**src/stl_pkg.sv**
```systemverilog
// constants for the skip-test and timer-load execution block
package stl_pkg;
    // 10-bit instruction codes
    localparam logic [9:0] OP_SKIP_MEM_BIT_BASE = 10'h020;
    localparam logic [9:0] OP_SKIP_MEM_BIT_MASK = 10'h3FC;
    localparam logic [9:0] OP_SKIP_CARRY = 10'h02F;
    localparam logic [9:0] OP_SKIP_PORT_W1 = 10'h024;
    localparam logic [9:0] OP_SKIP_PORT_W2 = 10'h02B;
    localparam logic [9:0] OP_LOAD_TIMER1 = 10'h230;
    // field positions
    localparam int BIT_SEL_LSB = 0;
    localparam int BIT_SEL_W = 2;
    localparam int PIN_SEL_W = 3;
    // reset values
    localparam logic [7:0] TIMER1_RST = 8'h00;
    typedef enum logic [1:0] {STL_IDLE, STL_PORT_W2, STL_SKIP} stl_state_t;
endpackage

```
**src/stl_exec.sv**
```systemverilog
// execution of the skip tests and the timer-1 load instruction
`timescale 1ns/10ps
////////////////////////////////////////////////////////////////////////////////
// Overview of operation
// [RL1] memory bit zero skips next instruction
// [RL2] memory bit one executes next; one cycle
// [RL3] carry zero skips, carry unchanged; one cycle
// [RL4] port D bit by Y zero skips
// [RL5] port bit one executes; two words, cycles
// [RL6] B loads upper nibble of timer, reload
// [RL7] A loads lower nibble, same cycle
// [RL8] skipped instruction fetched but acts as nop
////////////////////////////////////////////////////////////////////////////////
module stl_exec (
    // clock and reset
    input wire logic clock_in,
    input wire logic rst_n_in,
    // instruction stream, one word per cycle
    input wire logic [9:0] instr_in,
    // core state
    input wire logic [3:0] mem_data_in,
    input wire logic carry_flag_in,
    input wire logic [3:0] acc_in,
    input wire logic [3:0] reg_b_in,
    input wire logic [2:0] reg_y_in,
    input wire logic [7:0] port_d_in,
    // outputs
    output logic skip_active_out,
    output logic exec_enable_out,
    output logic [7:0] timer1_count_out,
    output logic [7:0] timer1_reload_reg_out,
    output logic timer1_load_out,
    output logic carry_flag_out
);
    import stl_pkg::*;

    ////////////////////////////////////////////////////////////////////////////
    // decoders shared by the state logic and the timer path
    function automatic logic is_mem_bit_op(input logic [9:0] op);
        is_mem_bit_op = (op & OP_SKIP_MEM_BIT_MASK) == OP_SKIP_MEM_BIT_BASE;
    endfunction

    function automatic logic is_carry_op(input logic [9:0] op);
        is_carry_op = (op == OP_SKIP_CARRY);
    endfunction

    function automatic logic is_port_first(input logic [9:0] op);
        is_port_first = (op == OP_SKIP_PORT_W1);
    endfunction

    function automatic logic is_timer_load(input logic [9:0] op);
        is_timer_load = (op == OP_LOAD_TIMER1);
    endfunction

    // zero test of one nibble bit, the skip sense of the memory test
    function automatic logic bit_is_zero(input logic [3:0] nib, input logic [1:0] sel);
        bit_is_zero = ~nib[sel];
    endfunction

    // zero test of one synchronised pin, the skip sense of the port test
    function automatic logic pin_is_zero(input logic [7:0] pins, input logic [2:0] sel);
        pin_is_zero = ~pins[sel];
    endfunction

    stl_state_t state_ff;
    stl_state_t nxt_state;
    logic [7:0] port_s1_ff;
    logic [7:0] port_s2_ff;
    logic [7:0] port_s3_ff;
    logic [7:0] port_ff;
    logic skip_cond;
    logic executing;
    logic [BIT_SEL_W-1:0] bit_sel;
    logic load_now;
    logic [3:0] timer1_hi_ff;
    logic [3:0] timer1_lo_ff;
    logic [3:0] reload_hi_ff;
    logic [3:0] reload_lo_ff;
    logic load_strobe_ff;

    ////////////////////////////////////////////////////////////////////////////
    // port D pins: three stages, accept when the last two agree
    always_ff @(posedge clock_in) begin
        if (!rst_n_in) begin
            port_s1_ff <= 8'h00;
            port_s2_ff <= 8'h00;
            port_s3_ff <= 8'h00;
            port_ff <= 8'h00;
        end else begin
            port_s1_ff <= port_d_in;
            port_s2_ff <= port_s1_ff;
            port_s3_ff <= port_s2_ff;
            for (int i = 0; i < 8; i++) begin
                if (port_s2_ff[i] == port_s3_ff[i]) begin
                    port_ff[i] <= port_s3_ff[i];
                end
            end
        end
    end

    ////////////////////////////////////////////////////////////////////////////
    // a word in the skip slot never executes, so it cannot start a test
    assign executing = (state_ff == STL_IDLE);
    assign bit_sel = instr_in[BIT_SEL_LSB +: BIT_SEL_W];
    // a load in the skip slot or as a port second word must not land
    assign load_now = executing && is_timer_load(instr_in);

    always_comb begin
        nxt_state = STL_IDLE;
        skip_cond = 1'b0;
        unique case (state_ff)
            STL_IDLE: begin
                // [RL1] memory bit zero
                if (is_mem_bit_op(instr_in)) begin
                    skip_cond = bit_is_zero(mem_data_in, bit_sel);
                // [RL3] carry zero test
                end else if (is_carry_op(instr_in)) begin
                    skip_cond = ~carry_flag_in;
                end
                // [RL4] port test first word
                if (is_port_first(instr_in)) begin
                    nxt_state = STL_PORT_W2;
                end else if (skip_cond) begin
                    nxt_state = STL_SKIP;
                end
            end
            STL_PORT_W2: begin
                // [RL5] second word resolves test
                skip_cond = pin_is_zero(port_ff, reg_y_in[PIN_SEL_W-1:0]);
                nxt_state = skip_cond ? STL_SKIP : STL_IDLE;
            end
            STL_SKIP: begin
                // [RL8] slot consumed as nop
                nxt_state = STL_IDLE;
            end
            default: nxt_state = STL_IDLE;
        endcase
    end

    always_ff @(posedge clock_in) begin
        if (!rst_n_in) begin
            state_ff <= STL_IDLE;
        end else begin
            state_ff <= nxt_state;
        end
    end

    ////////////////////////////////////////////////////////////////////////////
    // [RL8] suppress effects of the skipped word
    // registered so the core sees a clean flag for the whole slot
    always_ff @(posedge clock_in) begin
        if (!rst_n_in) begin
            skip_active_out <= 1'b0;
        end else begin
            skip_active_out <= (nxt_state == STL_SKIP);
        end
    end

    // [RL8] enable low across skip slot
    always_ff @(posedge clock_in) begin
        if (!rst_n_in) begin
            exec_enable_out <= 1'b1;
        end else begin
            exec_enable_out <= (nxt_state != STL_SKIP);
        end
    end

    ////////////////////////////////////////////////////////////////////////////
    // [RL6] B into timer upper nibble
    always_ff @(posedge clock_in) begin
        if (!rst_n_in) begin
            timer1_hi_ff <= TIMER1_RST[7:4];
        end else if (load_now) begin
            timer1_hi_ff <= reg_b_in;
        end
    end

    // [RL6] B into reload upper nibble
    always_ff @(posedge clock_in) begin
        if (!rst_n_in) begin
            reload_hi_ff <= TIMER1_RST[7:4];
        end else if (load_now) begin
            reload_hi_ff <= reg_b_in;
        end
    end

    // [RL7] A into timer lower nibble
    always_ff @(posedge clock_in) begin
        if (!rst_n_in) begin
            timer1_lo_ff <= TIMER1_RST[3:0];
        end else if (load_now) begin
            timer1_lo_ff <= acc_in;
        end
    end

    // [RL7] A into reload lower nibble
    always_ff @(posedge clock_in) begin
        if (!rst_n_in) begin
            reload_lo_ff <= TIMER1_RST[3:0];
        end else if (load_now) begin
            reload_lo_ff <= acc_in;
        end
    end

    // one-cycle strobe; the timer counter itself lives elsewhere
    always_ff @(posedge clock_in) begin
        if (!rst_n_in) begin
            load_strobe_ff <= 1'b0;
        end else begin
            load_strobe_ff <= load_now;
        end
    end

    // all four nibbles share one enable, so both halves land in one cycle
    assign timer1_count_out = {timer1_hi_ff, timer1_lo_ff};
    assign timer1_reload_reg_out = {reload_hi_ff, reload_lo_ff};
    assign timer1_load_out = load_strobe_ff;

    ////////////////////////////////////////////////////////////////////////////
    // [RL3] carry passes through untouched
    always_ff @(posedge clock_in) begin
        if (!rst_n_in) begin
            carry_flag_out <= 1'b0;
        end else begin
            carry_flag_out <= carry_flag_in;
        end
    end
endmodule

```
**config.mk**
```make
export PLATFORM = sky130hd
export DESIGN_NAME = stl_exec
export DESIGN_NICKNAME = d
export VERILOG_FILES = /design/src/stl_pkg.sv /design/src/stl_exec.sv
export SDC_FILE = /design/constraint.sdc
export NUM_CORES = 1
export LEC_CHECK = 0
export ABC_AREA = 1
export BUFFER_PORTS_ARGS = -buffer_cell sky130_fd_sc_hd__buf_2
export CAP_MARGIN = 20
export CORE_UTILIZATION = 53
export DETAILED_ROUTE_END_ITERATION = 8
export PLACE_DENSITY_LB_ADDON = 0.1
export SYNTH_ARGS = -nofsm -noshare
export SYNTH_HDL_FRONTEND = slang
export SYNTH_SLANG_ARGS = --single-unit
```
**constraint.sdc**
```tcl
create_clock -name clock_in -period 2.3 [get_ports clock_in]
set_input_delay 0.345 -clock clock_in [delete_from_list [all_inputs] [get_ports clock_in]]
set_output_delay 0.345 -clock clock_in [all_outputs]
set_load 0.02 [all_outputs]
```
==> results of run 1 <==
-- synthesized netlist by cell type --
cell type | count | area, um^2
nand2_1 | 59 | 221.5
dfxtp_1 | 46 | 920.9
inv_1 | 37 | 138.9
nor2_1 | 27 | 101.4
a21oi_1 | 18 | 90.09
nand3b_1 | 9 | 67.56
buf_4 | 8 | 60.06
nand3_1 | 8 | 40.04
o21ai_0 | 8 | 40.04
clkbuf_1 | 5 | 18.77
buf_6 | 2 | 22.52
nand4_1 | 2 | 12.51
nor3_1 | 2 | 10.01
inv_2 | 1 | 3.750
nand2_2 | 1 | 6.260
nor2_4 | 1 | 11.26
nor4_4 | 1 | 21.27
or2_1 | 1 | 6.260
-- layer usage --
| layer | up-vias | global-route usage (%) | share of wire (%) |
|---|---|---|---|
| met2 | 46 | 27.63 | 44 |
| met5 | - | 0 | 0 |
| li1 | 807 | - | - |
| met3 | 4 | 5.844 | 6.2 |
| met4 | 0 | 4.983 | 1.2 |
| met1 | 622 | 21.72 | 49 |
-- state kept, by name (all words and copies together), names as in the netlist --
register and cells:
port_s2_ff 8, port_s1_ff 8, reload_hi_ff 4, reload_lo_ff 4, exec_enable_out 1, state_ff 2, port_s3_ff 8, carry_flag_out 1
port_ff 8, skip_active_out 1, timer1_load_out 1
-- worst paths after layout --
kind / start / endpoint / slack [ns] / cells after the start
max reg2reg: state_ff[0]$_SDFF_PN0_ / reload_lo_ff[2]$_SDFFE_PN0P_ / 0.96 / 7
min reg2reg: port_s1_ff[1]$_SDFF_PN0_ / port_s2_ff[1]$_SDFF_PN0_ / 0.42 / 2
max: state_ff[0]$_SDFF_PN0_ / reload_lo_ff[2]$_SDFFE_PN0P_ / 0.96 / 7
min: port_d_in[0] / port_s1_ff[0]$_SDFF_PN0_ / 0.17 / 3
-- per-stage QoR --
| stage | cells | utilization [%] | cell area (um^2) |
|---|---|---|---|
| floorplan | 236 | - | 1793 |
| global placement | 320 | 64.64 | 2022 |
| detailed placement | 320 | 64.64 | 2022 |
| CTS | 327 | 67.24 | 2103 |
| global route | 327 | 67.24 | 2103 |
| finish | 327 | 67.24 | 2103 |
-- worst max-delay path, stage by stage (launching register included) --
cell      delay, ns
dfxtp_1        0.33
or2_1          0.25
inv_2          0.07
nand2_2        0.05
nor2_4         0.29
nand3b_1       0.13
nand2_1        0.09
nor2_1         0.04
-- final cells by class --
type	count	area [um^2]
Timing Repair Buffer	55	275.3
Tap cell	44	55.05
Clock inverter	1	30.03
Sequential cell	46	920.9
Clock buffer	6	51.30
Multi-Input combinational cell	137	628.1
Inverter	38	142.6
Fill cell	270	1025
-- kinds of logic (layout without fill, tap and decap cells) --
logic type | Yosys count | count (layout) | share of synthesized area, %
buffers and inverters | 53 | 100 | 13.61
AND/OR/NAND/NOR | 111 | 111 | 27.77
AO/OA/AOI/OAI | 26 | 26 | 7.258
flip-flops | 46 | 46 | 51.36
-- report_power, final --
part	leakage (nW)	internal, mW	switching [mW]
clock network	0.0443	0.253	0.232
registers	0.375	0.815	0.00720
logic	0.729	0.0427	0.0545
==> run metrics, run 1 <==
DR vias 1479; commonest cells after routing, fill and taps aside nand2_1, buf_2, dfxtp_1; most common cell after layout, fill and taps aside nand2_1; syn_area_per_cell 7.597 um^2; Mapped Area 1793 um^2; hold slack final 0.1660 ns; status complete, no violations; VDD IR max 0.4213 mV; vias per cell 4.523; diode count 0; Die ar. 3620 um^2; Slew headroom 49.18%; first-pass GRT wire length 4.671 mm; fin crit period 1.340 ns; number of CTS-inserted buffers 5; initial DRC count 86; I/O Buffers 55; final RePlAce weighted congestion 0.7379; RSZ-0062 raised after global routing false; aggregate negative setup slack 0 ns; Hold Crit Class in2reg; worst-path fanout max 17; Area Overhead vs Synth 17.31%; initial core utilization 57.32%; Core Region 3128 um^2; final number of setup-violating endpoints 0; synth unique cells 18; row count 20; final total power 1.405 mW; synth warn 0; DRC Markers 0; Detailed Route WL 2.949 mm; Mapped Cells 236; largest net degree at the start of global routing 44; htree depth 2; initial antenna violation count 0; Synth Register Bits 46; Total Routing Usage GR 17.20%; crit path DAT 1.60 ns; CTS Sinks 46; Final Hold Viols 0; final worst path period share 58.24%; CP Capture Type flip-flop; layout cells sized above 1 23.32%; global route overflow 0; Layout Nets 319; Die Wd 60.17 um; FMAX 0.7465 GHz; post-route setup slack 0.9604 ns; hpwl dp 2.073 mm; WP data required 2.56 ns; Seq/Total Area, Yosys 51.36%; clk root buf clkbuf_4; Bufs on Longest Clock Path 2; Slew Viols, Final 0; P_leak 1.148 nW; PostCTS Resize Cnt 0; clk_lat worst skew 0.34 ns; Worst-path clk slew 0.12 ns; Post-Place Setup Slack 0.6925 ns; skew final 0.004487 ns; Ports 56; Avg WL per Cell 9.018 um; CP startpoint kind flip-flop; MaxCap Viol Count 0; Final ANT Viol Nets 0; hold buffers post-CTS 0; Post-CTS Setup Repair Bufs 0; drt first pass iters 4; Mapped Nets 272; CTS tree yes; critical path type reg2reg; worst slew pin tran 0.7566 ns; vias in the first global route 1150; die extent in y 60.17 um; PwrDens 667.9 nW/um^2
Note: power is estimated with default switching activity, not from simulation.
==> inputs of run 2 (changes only) <==
--- a/config.mk
+++ b/config.mk
@@ -5,10 +5,10 @@
 export SDC_FILE = /design/constraint.sdc
 export NUM_CORES = 1
 export LEC_CHECK = 0
-export ABC_AREA = 1
+export ABC_AREA = 0
 export BUFFER_PORTS_ARGS = -buffer_cell sky130_fd_sc_hd__buf_2
 export CAP_MARGIN = 20
-export CORE_UTILIZATION = 53
+export CORE_UTILIZATION = 48
 export DETAILED_ROUTE_END_ITERATION = 8
 export PLACE_DENSITY_LB_ADDON = 0.1
 export SYNTH_ARGS = -nofsm -noshare
==> constraint.sdc (replaced) <==
create_clock -name clock_in -period 1.38 [get_ports clock_in]
set_input_delay 0.207 -clock clock_in [delete_from_list [all_inputs] [get_ports clock_in]]
set_output_delay 0.207 -clock clock_in [all_outputs]
set_load 0.02 [all_outputs]
==> run metrics, run 2 <==
status complete, but fails checks; violated checks setup timing; FMAX 0.6961 GHz (-6.7%); Hold Crit Class in2reg; post-route non-filler standard cell count 247 (-24%); Layout Nets 238 (-25%); I/O Buffers 55 (unchanged); Synth area leader dfxtp_1; drt first pass iters 4 (unchanged); Final Hold Viols 0 (unchanged); crit path DAT 1.68 ns (+0.08 ns); DR vias 1171 (-21%); Max Used Layer met4; asr flop ratio synth 0% (unchanged); FILL cells 284 (+5.2%); syn_area_per_cell 10.80 um^2 (+42%); met1 WL 1.110 mm (-23%); P_leak 0.9280 nW (-19%); layout cells sized above 1 38.92% (+16 points); initial DRC count 26 (-70%); Ports 56 (unchanged); Mapped Cells 145 (-39%); VDD IR max 0.7185 mV (+71%); Main synth FF type dfxtp_1; CTS tree yes; Final ANT Viol Nets 0 (unchanged); commonest cells after routing, fill and taps aside buf_2, dfxtp_1, and2_1; CTS Sinks 46 (unchanged); vias per cell 4.741 (+4.8%); DRC Markers 0 (unchanged); initial antenna violation count 0 (unchanged); htree depth 2 (unchanged); Synth top area share 58.79% (+7.4 points); count leader, synth dfxtp_1; most common cell after layout, fill and taps aside buf_2; PwrDens 1145 nW/um^2 (+71%); hpwl dp 1.944 mm (-6.2%); hold slack final 0.05744 ns (-0.1085 ns); synth warn 0 (unchanged); post-route setup slack -0.05648 ns (-1.017 ns); final worst path period share 104.1% (+46 points); Post-synth EDFFs 0 (unchanged); initial core utilization 50.89% (-6.4 points); Worst-path clk slew 0.12 ns (about the same); largest cells by area after synthesis dfxtp_1, and2_1, mux2i_1, buf_4, mux4_2; Detailed Route WL 2.864 mm (-2.9%); CP startpoint kind flip-flop; met3 WL 178 um (-2.2%); WP data required 1.62 ns (-0.94 ns); clk_lat worst skew 0.34 ns (about the same); Avg WL per Cell 11.60 um (+29%); Slew Viols, Final 0 (unchanged); Total Routing Usage GR 18.04% (+0.84 points); RSZ-0062 raised after global routing true; synth unique cells 22 (+4); clk root buf clkbuf_4; Die ar. 3496 um^2 (-3.4%); number of CTS-inserted buffers 5 (unchanged); diode count 0 (unchanged); Seq/Total Area, Yosys 58.79% (+7.4 points); dpl cells 236 (-26%); CP Capture Type flip-flop; Mapped Area 1567 um^2 (-13%); Die Wd 59.13 um (-1.7%); Slew headroom 68.85% (+20 points); final number of setup-violating endpoints 2 (+2); Post-Place Setup Slack -0.1220 ns (-0.8144 ns); row count 20 (unchanged); Bufs on Longest Clock Path 2 (unchanged); Finished Core Util 64.19% (-3.1 points); critical path type reg2reg; first-pass GRT wire length 4.581 mm (-1.9%); Synth Register Bits 46 (unchanged); Mapped Nets 181 (-33%); WL met2 1.532 mm (+18%); largest net degree at the start of global routing 27 (-39%); final RePlAce weighted congestion 0.8439 (+14%); skew final 0.007825 ns (+0.003337 ns); fin crit period 1.436 ns (+0.09689 ns); MaxCap Viol Count 0 (unchanged); die extent in y 59.13 um (-1.7%); vias in the first global route 1087 (-5.5%); worst slew pin tran 0.4607 ns (-0.2959 ns); hold buffers post-CTS 0 (unchanged); global route overflow 0 (unchanged); Core Region 3078 um^2 (-1.6%); Post-synth top cells dfxtp_1, and2_1, nor2_1, nand2_1, mux2i_1; worst-path fanout max 3 (-14); Area Overhead vs Synth 26.12%
## run 2: cell types whose count changed after synthesis, sizes merged, moves of 3 or more
cell    delta
a21oi     -10
and2      +25
inv       -38
mux2i      +9
mux4       +3
nand2     -50
nand3      -7
nand3b     -9
nor2      -16
## run 2: logic make-up after synthesis
logic type	count (synthesis)	synth area share [%]
and+or+nand+nor	55	19.17
muxes	12	10.30
DFF	46	58.79
buffers and inverters	13	5.111
AOI/OAI and AO/OA	19	6.629
## run 2: layout make-up
| class | instances | area [um^2] | area share (%) |
|---|---|---|---|
| clock buffer | 7 | 45.04 | 2.280 |
| multi-input combinational | 86 | 583.1 | 29.51 |
| timing repair buffer | 62 | 331.6 | 16.78 |
| tap | 44 | 55.05 | 2.787 |
| sequential | 46 | 927.1 | 46.93 |
| clock inverter | 1 | 30.03 | 1.520 |
| inverter | 1 | 3.754 | 0.1900 |
## run 2: metrics by stage
stage	TNS, ns	area [um^2]	power [mW]
finish	-0.08301	1976	2.262
global route	-0.4127	1976	2.365
CTS	-0.01620	1957	2.291
detailed placement	-0.7782	1851	1.519
global placement	-0.007391	1851	1.513
floorplan	0	1567	1.446
## run 2: final timing paths
path / start / endpoint / slack [ns] / cells past startpoint
setup / recovery: port_ff[5]$_SDFFE_PN0N_ / exec_enable_out$_SDFF_PN1_ / -0.06 / 4
setup reg to reg: port_ff[5]$_SDFFE_PN0N_ / exec_enable_out$_SDFF_PN1_ / -0.06 / 4
hold / removal: port_d_in[7] / port_s1_ff[7]$_SDFF_PN0_ / 0.06 / 2
hold reg to reg: port_s1_ff[6]$_SDFF_PN0_ / port_s2_ff[6]$_SDFF_PN0_ / 0.44 / 1
## run 2: layer usage
metal	GRT usage [%]	vias up
li1	-	599
met1	18.19	524
met2	32.63	42
met3	6.769	6
met4	8.503	0
met5	0	-
## run 2: power by group
| group | internal, mW | switching [mW] | total, mW |
|---|---|---|---|
| Clock | 0.385 | 0.383 | 0.768 |
| Sequential | 1.36 | 0.0101 | 1.37 |
| Combinational | 0.0702 | 0.0563 | 0.126 |
| Total | 1.81 | 0.450 | 2.26 |
## run 2: critical path: stages (launching register included)
cell	delay, ns
dfxtp_2	0.35
mux4_2	0.45
mux2i_1	0.18
nand4b_1	0.19
o31a_1	0.17
## run 2: timing repair
action                                 CTS  global route
pin swaps                                1             2
endpoints found under the hold margin    0             0
gates resized for setup                  7             3
setup buffers                            3             0
setup endpoints to repair               10            11
==> inputs of run 3 (changes only) <==
==> constraint.sdc (replaced) <==
create_clock -name clock_in -period 1.5 [get_ports clock_in]
set_input_delay 0.225 -clock clock_in [delete_from_list [all_inputs] [get_ports clock_in]]
set_output_delay 0.225 -clock clock_in [all_outputs]
set_load 0.02 [all_outputs]
==> run metrics, run 3 (synthesized netlist as in run 2, its figures left out) <==
vias in the first global route 1013 (-6.8%); reg2reg setup slack 0.09 ns (+0.15 ns); FMAX 0.7104 GHz (+2.1%); Slew headroom 73.41% (+4.6 points); Hold Crit Class in2reg; Avg WL per Cell 11.14 um (-3.9%); fin crit period 1.408 ns (-0.02891 ns); status complete, no violations; commonest cells after routing, fill and taps aside buf_2, dfxtp_1, and2_1; aggregate negative setup slack 0 ns (+0.08301 ns); final RePlAce weighted congestion 0.8558 (+1.4%); CTS tree yes; drt first pass iters 4 (unchanged); initial DRC count 35 (+35%); vias per cell 4.656 (-1.8%); Total Routing Usage GR 17.40% (-0.63 points); WP data required 1.75 ns (+0.13 ns); global route overflow 0 (unchanged); slowest stage delay, CP 0.49 ns (+0.04 ns); clk root buf clkbuf_4; Hold Path Stages 2 (unchanged); CP startpoint kind flip-flop; initial core utilization 50.89% (unchanged); final worst path period share 93.84% (-10 points); layout cells sized above 1 34.50% (-4.4 points); clk_lat worst skew 0.35 ns (about the same); row count 20 (unchanged); PostCTS Resize Cnt 0 (-7); RSZ-0062 raised after global routing false; worst slew pin tran 0.3933 ns (-0.06739 ns); area occupied by multi-input gates 571.8 um^2 (-1.9%); FF-to-FF path depth 4 (unchanged); register area 920.9 um^2 (-0.67%); DR vias 1136 (-3.0%); Layout Nets 235 (-1.3%); most common cell after layout, fill and taps aside buf_2; Post-CTS Setup Repair Bufs 0 (-3); hpwl dp 1.951 mm (+0.39%); diode count 0 (unchanged); skew final 0.002283 ns (-0.005541 ns); die extent in y 59.13 um (unchanged); DRC Markers 0 (unchanged); Detailed Route WL 2.718 mm (-5.1%); Final Hold Viols 0 (unchanged); final number of setup-violating endpoints 0 (-2); worst-path fanout max 3 (unchanged); largest net degree at the start of global routing 27 (unchanged); CP Capture Type flip-flop; Die ar. 3496 um^2 (unchanged); Final ANT Viol Nets 0 (unchanged); Area Overhead vs Synth 23.32%; critical path type reg2reg; Bufs on Longest Clock Path 2 (unchanged); CTS Sinks 46 (unchanged); VDD IR max 0.7117 mV (-0.94%); Slew Viols, Final 0 (unchanged); Core Region 3078 um^2 (unchanged); CP max stage cell mux4_1; crit path DAT 1.66 ns (-0.02 ns); Die Wd 59.13 um (unchanged); PwrDens 1077 nW/um^2 (-5.9%); Worst-path clk slew 0.12 ns (about the same); MaxCap Viol Count 0 (unchanged); I/O Buffers 55 (unchanged); hold buffers post-CTS 0 (unchanged); first-pass GRT wire length 4.312 mm (-5.9%); number of CTS-inserted buffers 5 (unchanged); htree depth 2 (unchanged); P_leak 0.9129 nW (-1.6%); Ports 56 (unchanged); Cell Chain, Critical Path mux4_1, mux2i_1, nand4b_1, o31a_1; initial antenna violation count 0 (unchanged); Finished Core Util 62.76% (-1.4 points); FILL cells 282 (-0.70%)
==> run 3: cell count changes in the layout (fill, tap and decap cells not counted), sizes merged <==
cell | previous run | this run
buf | 62 | 59
==> run 3: layout make-up <==
class                           instances  share of cell area [%]
Timing Repair Buffer                   59                   15.80
Tap cell                               44                   2.850
Multi-Input combinational cell         86                   29.60
Clock inverter                          1                   1.554
Sequential cell                        46                   47.67
Inverter                                1                  0.1943
Clock buffer                            7                   2.332
==> run 3: worst max-delay path, delay by kind of cell (launching register included) <==
kind,cells,cell delay (ns)
simple gates,1,0.18
mux,2,0.64
compound gates,1,0.15
flops,1,0.34
==> run 3: where the power goes <==
group	leakage [nW]	internal [mW]	switching, mW	total [mW]
sequential	0.375	1.25	0.00935	1.26
combinational	0.498	0.0624	0.0486	0.111
clock	0.0395	0.354	0.357	0.711
==> run 3: final timing paths <==
check                                         startpoint                         end
worst max-delay path             port_ff[3]$_SDFFE_PN0N_  exec_enable_out$_SDFF_PN1_
worst min-delay path                        port_d_in[5]    port_s1_ff[5]$_SDFF_PN0_
worst max register to register   port_ff[3]$_SDFFE_PN0N_  exec_enable_out$_SDFF_PN1_
worst min register to register  port_s1_ff[7]$_SDFF_PN0_    port_s2_ff[7]$_SDFF_PN0_
==> run 3: per-stage QoR <==
step / setup WS [ns] / cell area [um^2] / total power, mW / std cells / hold slack [ns]
finish: 0.09243 / 1932 / 2.081 / 244 / 0.07073
global route: 0.03380 / 1932 / 2.180 / 244 / 0.03906
CTS: 0.06888 / 1926 / 2.106 / 244 / 0.05240
detailed placement: 0.05639 / 1851 / 1.397 / 236 / 0.4196
global placement: 0.09240 / 1851 / 1.392 / 236 / 0.4155
floorplan: 0.2195 / 1567 / 1.330 / 145 / 0.3388
==> run 3: metal layers <==
metal / vias to the layer above / part of all wire [%] / GRT usage [%]
met5: - / 0 / 0
met1: 498 / 40 / 17.97
met2: 42 / 50 / 29.22
li1: 588 / - / -
met4: 0 / 2.8 / 9.524
met3: 8 / 7.2 / 8.079
